===== src/verilog/fpl_cfg.svh =====
// Register map constants for the first phase loop configuration slice.
// Assumes an 8-bit register port with a 16-bit address, as the serial port decodes it.
`ifndef FPL_CFG_SVH
`define FPL_CFG_SVH
`define FPL_ADDR_UPDATE      16'h000F
`define FPL_ADDR_FB_LOW      16'h0104
`define FPL_ADDR_FB_HIGH     16'h0105
`define FPL_ADDR_CP_CURRENT  16'h0106
`define FPL_ADDR_CP_MODE     16'h0107
`define FPL_ADDR_RX_CTRL     16'h0108
`define FPL_UPDATE_BIT       0
`define FPL_FORCE_HOLD_BIT   7
`define FPL_AUTO_HOLD_DIS_BIT 5
`define FPL_FD_PD_BIT        7
`define FPL_REF2_DIFF_BIT    6
`define FPL_REF1_DIFF_BIT    5
`define FPL_REF2_EN_BIT      4
`define FPL_REF1_EN_BIT      3
`define FPL_OSC_PD_CTRL_BIT  2
`define FPL_OSC_NEG_SEL_BIT  1
`define FPL_OSC_DIFF_BIT     0
`define FPL_FB_HIGH_MASK     8'h03
`define FPL_CP_MODE_MASK     8'h23
`define FPL_RST_FB_LOW       8'h00
`define FPL_RST_FB_HIGH      8'h00
`define FPL_RST_CP_CURRENT   8'h00
`define FPL_RST_CP_MODE      8'h00
`define FPL_RST_RX_CTRL      8'h00
`endif


===== src/verilog/fpl_pkg.sv =====
// Types for the first phase loop configuration slice.
// Assumes nothing beyond the matching constant header.
package fpl_pkg;
    typedef enum logic [1:0] {
        FPL_CP_TRISTATE,
        FPL_CP_PUMP_DOWN,
        FPL_CP_PUMP_UP,
        FPL_CP_NORMAL
    } fpl_cp_mode_t;
endpackage : fpl_pkg


===== src/verilog/fpl_loop_config.sv =====
// Configuration registers for the first phase loop: feedback divider, charge pump, receivers.
// Assumes a serial port front end that presents byte writes and reads on a 16-bit address.
`timescale 1ns/1ps
`include "fpl_cfg.svh"

module fpl_loop_config #(
    parameter int ADDR_W = 16,
    parameter int FB_W   = 10
) (
    // Clock and reset
    input  wire logic                 core_clk,
    input  wire logic                 resetn,
    // Register port
    input  wire logic [ADDR_W-1:0]    reg_addr,
    input  wire logic                 reg_wr,
    input  wire logic                 reg_rd,
    input  wire logic [7:0]           reg_wdata,
    output logic      [7:0]           reg_rdata,
    output logic                      update_pulse,
    // Active loop controls
    output logic      [FB_W-1:0]      loop_feedback_divider_value,
    output logic      [FB_W-1:0]      loop_feedback_divide_ratio,
    output logic                      force_holdover,
    output logic      [6:0]           charge_pump_current,
    output logic                      auto_holdover_disable,
    output fpl_pkg::fpl_cp_mode_t     charge_pump_mode,
    output logic                      charge_pump_tristate,
    // Active receiver controls
    output logic                      freq_detector_pd_en,
    output logic                      second_reference_input_diff,
    output logic                      first_reference_input_diff,
    output logic                      second_reference_input_en,
    output logic                      first_reference_input_en,
    output logic                      oscillator_input_pd_ctrl,
    output logic                      oscillator_input_pin_neg_sel,
    output logic                      oscillator_input_diff
);

    // Buffer registers, written by the host
    logic [7:0] buf_fb_low_q;
    logic [7:0] buf_fb_high_q;
    logic [7:0] buf_cp_cur_q;
    logic [7:0] buf_cp_mode_q;
    logic [7:0] buf_rx_q;
    // Active registers, loaded only on update
    logic [7:0] act_fb_low_q;
    logic [7:0] act_fb_high_q;
    logic [7:0] act_cp_cur_q;
    logic [7:0] act_cp_mode_q;
    logic [7:0] act_rx_q;
    logic       update_q;

    wire sel_update = (reg_addr == `FPL_ADDR_UPDATE);
    wire sel_fb_low = (reg_addr == `FPL_ADDR_FB_LOW);
    wire sel_fb_hi  = (reg_addr == `FPL_ADDR_FB_HIGH);
    wire sel_cp_cur = (reg_addr == `FPL_ADDR_CP_CURRENT);
    wire sel_cp_mod = (reg_addr == `FPL_ADDR_CP_MODE);
    wire sel_rx     = (reg_addr == `FPL_ADDR_RX_CTRL);

    wire do_update  = reg_wr && sel_update && reg_wdata[`FPL_UPDATE_BIT];

    // Reserved bits are masked at write so they can never be set
    always_ff @(posedge core_clk or negedge resetn) begin
        if (!resetn) begin
            buf_fb_low_q  <= `FPL_RST_FB_LOW;
            buf_fb_high_q <= `FPL_RST_FB_HIGH;
            buf_cp_cur_q  <= `FPL_RST_CP_CURRENT;
            buf_cp_mode_q <= `FPL_RST_CP_MODE;
            buf_rx_q      <= `FPL_RST_RX_CTRL;
        end else if (reg_wr) begin
            if (sel_fb_low) begin
                buf_fb_low_q <= reg_wdata;
            end else if (sel_fb_hi) begin
                buf_fb_high_q <= reg_wdata & `FPL_FB_HIGH_MASK;
            end else if (sel_cp_cur) begin
                buf_cp_cur_q <= reg_wdata;
            end else if (sel_cp_mod) begin
                buf_cp_mode_q <= reg_wdata & `FPL_CP_MODE_MASK;
            end else if (sel_rx) begin
                buf_rx_q <= reg_wdata;
            end
        end
    end

    // Update is a write-one strobe, so the bit never holds a one to clear
    always_ff @(posedge core_clk or negedge resetn) begin
        if (!resetn) begin
            act_fb_low_q  <= `FPL_RST_FB_LOW;
            act_fb_high_q <= `FPL_RST_FB_HIGH;
            act_cp_cur_q  <= `FPL_RST_CP_CURRENT;
            act_cp_mode_q <= `FPL_RST_CP_MODE;
            act_rx_q      <= `FPL_RST_RX_CTRL;
            update_q      <= 1'b0;
        end else begin
            update_q <= do_update;
            if (do_update) begin
                act_fb_low_q  <= buf_fb_low_q;
                act_fb_high_q <= buf_fb_high_q;
                act_cp_cur_q  <= buf_cp_cur_q;
                act_cp_mode_q <= buf_cp_mode_q;
                act_rx_q      <= buf_rx_q;
            end
        end
    end

    // Reads show the buffer, i.e. the value last written
    always_comb begin
        reg_rdata = 8'h00;
        if (reg_rd) begin
            if (sel_fb_low) begin
                reg_rdata = buf_fb_low_q;
            end else if (sel_fb_hi) begin
                reg_rdata = buf_fb_high_q;
            end else if (sel_cp_cur) begin
                reg_rdata = buf_cp_cur_q;
            end else if (sel_cp_mod) begin
                reg_rdata = buf_cp_mode_q;
            end else if (sel_rx) begin
                reg_rdata = buf_rx_q;
            end
        end
    end

    assign update_pulse = update_q;

    // Zero would be a meaningless ratio, so it is folded onto one
    wire [FB_W-1:0] fb_raw = {act_fb_high_q[1:0], act_fb_low_q};
    assign loop_feedback_divider_value = fb_raw;
    assign loop_feedback_divide_ratio  = (fb_raw == '0) ? FB_W'(1) : fb_raw;

    assign force_holdover        = act_cp_cur_q[`FPL_FORCE_HOLD_BIT];
    assign charge_pump_current   = act_cp_cur_q[6:0];
    assign auto_holdover_disable = act_cp_mode_q[`FPL_AUTO_HOLD_DIS_BIT];
    assign charge_pump_mode      = fpl_pkg::fpl_cp_mode_t'(act_cp_mode_q[1:0]);
    // Forced holdover overrides the mode field
    assign charge_pump_tristate  = force_holdover ||
                                   (charge_pump_mode == fpl_pkg::FPL_CP_TRISTATE);

    assign freq_detector_pd_en          = act_rx_q[`FPL_FD_PD_BIT];
    assign second_reference_input_diff  = act_rx_q[`FPL_REF2_DIFF_BIT];
    assign first_reference_input_diff   = act_rx_q[`FPL_REF1_DIFF_BIT];
    assign second_reference_input_en    = act_rx_q[`FPL_REF2_EN_BIT];
    assign first_reference_input_en     = act_rx_q[`FPL_REF1_EN_BIT];
    assign oscillator_input_pd_ctrl     = act_rx_q[`FPL_OSC_PD_CTRL_BIT];
    // Pin choice only matters in single-ended mode
    assign oscillator_input_pin_neg_sel = act_rx_q[`FPL_OSC_NEG_SEL_BIT] &&
                                          !act_rx_q[`FPL_OSC_DIFF_BIT];
    assign oscillator_input_diff        = act_rx_q[`FPL_OSC_DIFF_BIT];

endmodule : fpl_loop_config


===== config.mk =====
export PLATFORM = sky130hd
export DESIGN_NAME = fpl_loop_config
export DESIGN_NICKNAME = d
export VERILOG_FILES = /design/src/verilog/fpl_pkg.sv /design/src/verilog/fpl_loop_config.sv
export VERILOG_INCLUDE_DIRS = /design/src /design/src/verilog
export SDC_FILE = /design/constraint.sdc
export NUM_CORES = 1
export LEC_CHECK = 0
export ABC_AREA = 1
export BUFFER_PORTS_ARGS = -buffer_cell sky130_fd_sc_hd__buf_2
export CAP_MARGIN = 40
export CORE_MARGIN = 1.5
export CORE_UTILIZATION = 55
export CTS_CLUSTER_SIZE = 40
export DETAILED_ROUTE_END_ITERATION = 10
export GPL_TIMING_DRIVEN = 0
export PLACE_DENSITY = 0.83
export SLEW_MARGIN = 5
export SYNTH_ARGS = -nofsm -noshare
export SYNTH_HDL_FRONTEND = slang
export SYNTH_SLANG_ARGS = --single-unit

===== constraint.sdc =====
create_clock -name core_clk -period 1.8 [get_ports core_clk]
set_input_delay 0.18 -clock core_clk [delete_from_list [all_inputs] [get_ports core_clk]]
set_output_delay 0.18 -clock core_clk [all_outputs]
set_load 0.02 [all_outputs]

==> impl_metrics.tcl <==
set metrics [dict create \
    syn-cell-area_sq_mm 0.00282 \
    start_util_pct 58.5 \
    dpl_cell_area_sq_mm 0.00330 \
    cts_tree "yes" \
    finalCritPeriodShare_pct 94.5 \
    synth_edf_count 0 \
    antenna_found_initial 0 \
    synth.area.top_cells "dfrtp_1 (52%), nand2_1 (14%), inv_1 (6.3%), o21ai_0 (5.3%), nor2_1 (4.5%)" \
    required_ps 1620 \
    regArea_sq_mm 0.00148 \
    drive_gt1_share_pct 26.4 \
    avgSynthCellArea_sq_um 7.96 \
    fp.dieW_microns 74.6 \
    p_per_area_mw_per_mm2 720 \
    routed_via_density 5.19 \
    grt_overflow_total 0 \
    max-vdd-ir-drop_uv 449 \
    slew_headroom_pct 48.0 \
    final-instance-count-excl-fill 514 \
    diodes 0 \
    cp-start-kind "input pin" \
    ys_types 27 \
    ys_warn_count 0 \
    outcome "completed" \
    place_worst_setup_slack_ps 129 \
    htree_levels 3 \
    globalplace.congestion 0.937 \
    grt_max_degree 36 \
    routedWlPerCell_microns 13.7 \
    synth-seq-cells 59 \
    root_buffer "clkbuf_8" \
    skew_ps 4.61 \
    dr_total_vias 2667 \
    dieHeight_microns 74.6 \
    final_cell_mix "nand2_1 (107), buf_2 (77), dfrtp_1 (59)" \
    drc 0 \
    num_rows 25 \
    ios 77 \
    drtIter0Drc 205 \
    finalNetCount 471 \
    multi_input_area_sq_mm 0.00104 \
    clock_latency_ps 340 \
    maxCapViolations 0 \
    fin_setup_tns_ps 0 \
    cts.sinks 59 \
    wirelength_mm 7.03 \
    syn_inst 354 \
    dr.pass1.iters 4 \
    dp_hpwl_mm 5.28 \
    core_area_sq_mm 0.00482 \
    syn-num-nets 382 \
    synth_top_area_share_pct 52.4 \
    grtUsageTotal_pct 27.6 \
    crit_arrival_ps 1520 \
    async_flop_share_pct 100 \
    p_leak_nw 1.91 \
    grt_pass1_vias 2423 \
    yosysSeqAreaShare_pct 52.4 \
    worstMarginPinSlew_ps 780 \
    cts_buffers 9 \
    die_area_sq_mm 0.00556 \
    worstSetupPathType "in2out" \
    ys.flop_type "dfrtp_1" \
    clockBufferDepth 2 \
    clk_pin_slew_ps 60 \
    hold_path.class "in2reg" \
    finalMaxSlewViolations 0 \
    finalSetupViolCount 0 \
    layout.cells.most_common "nand2_1" \
    grt_pass1_wl_mm 11.1 \
    synth_largest_area_cell "dfrtp_1" \
    syn_to_final_growth_pct 24.6 \
    path_max_fanout 5 \
    final-hold-violation-count 0 \
    final_area_sq_mm 0.00351 \
    fillers 377 \
    max_clock_freq_mhz 588 \
    cp-end-kind "output pin" \
    drtAntennaViolNets 0 \
    period_needed_ps 1700 \
    dp.cells 498 \
    port_buffers 76 \
    setup_ws_ps 98.1 \
]
## area by class of cell
| class | count | share of cell area, % |
|---|---|---|
| sequential | 59 | 42.1 |
| multi-input combinational | 227 | 29.7 |
| timing repair buffer | 78 | 11.7 |
| inverter | 50 | 5.42 |
| clock buffer | 13 | 4.81 |
| buffer | 18 | 3.57 |
| tap | 67 | 2.39 |
| clock inverter | 2 | 0.285 |
## report_power, final
group          internal, mW  total [mW]  switching (mW)
Clock                 0.600        1.09           0.487
Combinational        0.0370       0.113          0.0758
Sequential             1.33        1.33        0.000202
Total                  1.96        2.53           0.563
## critical path: stages
cell	delay [ps]
buf_2	120
nor2_1	190
nand2_1	80
nor2_1	150
nand3_2	130
o21ai_0	220
nand2_1	90
a21oi_1	170
buf_2	200
## state kept, by name, indices dropped and copies added, names as in the netlist
register and flops:
update_pulse 1, act_fb_high_q 2, buf_cp_cur_q 8, act_cp_cur_q 8, buf_fb_high_q 2, act_fb_low_q 8
buf_cp_mode_q 3, buf_fb_low_q 8, act_rx_q 8, act_cp_mode_q 3, buf_rx_q 8
## cells by family (layout without fill, tap and decap cells)
| group | count (synthesis) | after routing | share of synthesized area (%) |
|---|---|---|---|
| AND/OR/NAND/NOR | 163 | 163 | 23.9 |
| flip-flops | 59 | 59 | 52.4 |
| buffers and inverters | 68 | 161 | 11.2 |
| AO/OA/AOI/OAI | 64 | 64 | 12.4 |
## per-stage QoR
step	power [mW]	hold WS (ps)	util, %
2_1_floorplan	1.38	-116	-
3_3_place_gp	1.45	418	68.1
3_5_place_dp	1.46	291	68.5
4_1_cts	2.53	87.3	72.4
5_1_grt	2.61	101	72.8
6_report	2.53	96.3	72.8
## metal layers
layer | up-vias | GRT usage (%) | wire, microns | share of wire, %
li1 | 1284 | - | - | -
met1 | 1248 | 35.9 | 3030 | 43
met2 | 120 | 44.4 | 3310 | 47
met3 | 15 | 6.78 | 548 | 7.8
met4 | 0 | 11.7 | 142 | 2.0
met5 | - | 0 | 0 | 0
## cells in the mapped netlist, types with 2 or more instances
cell / instances
nand2_1: 107
clkbuf_1: 10
nand3_1: 9
inv_1: 47
nor2_1: 34
o21ai_1: 21
o21ai_0: 30
buf_6: 6
o22ai_1: 3
inv_2: 2
o211ai_1: 2
a21oi_1: 2
dfrtp_1: 59
nand2_2: 4
nor4_1: 3
o21ai_2: 4
## worst paths after layout
check | startpoint | to | slack (ps) | depth (start not counted)
setup / recovery | reg_addr[0] | reg_rdata[1] | 100 | 9
setup reg to reg | buf_fb_low_q[4] | act_fb_low_q[4] | 1080 | 2
hold / removal | reg_wdata[0] | buf_fb_high_q[0] | 100 | 3
max in group asynchronous | resetn | buf_cp_cur_q[3] | 720 | 3
hold reg to reg | act_cp_cur_q[5] | act_cp_cur_q[5] | 470 | 2
min in group asynchronous | resetn | act_cp_cur_q[1] | 470 | 2
## what timing repair did
action / CTS / global route
endpoints found under the hold margin: 34 / 0
resized for setup: 0 / 4
setup buffers: 0 / 0
endpoints found under the setup margin: 0 / 3
hold buffers: 1 / 0
Power figures use the tool's default switching activity.
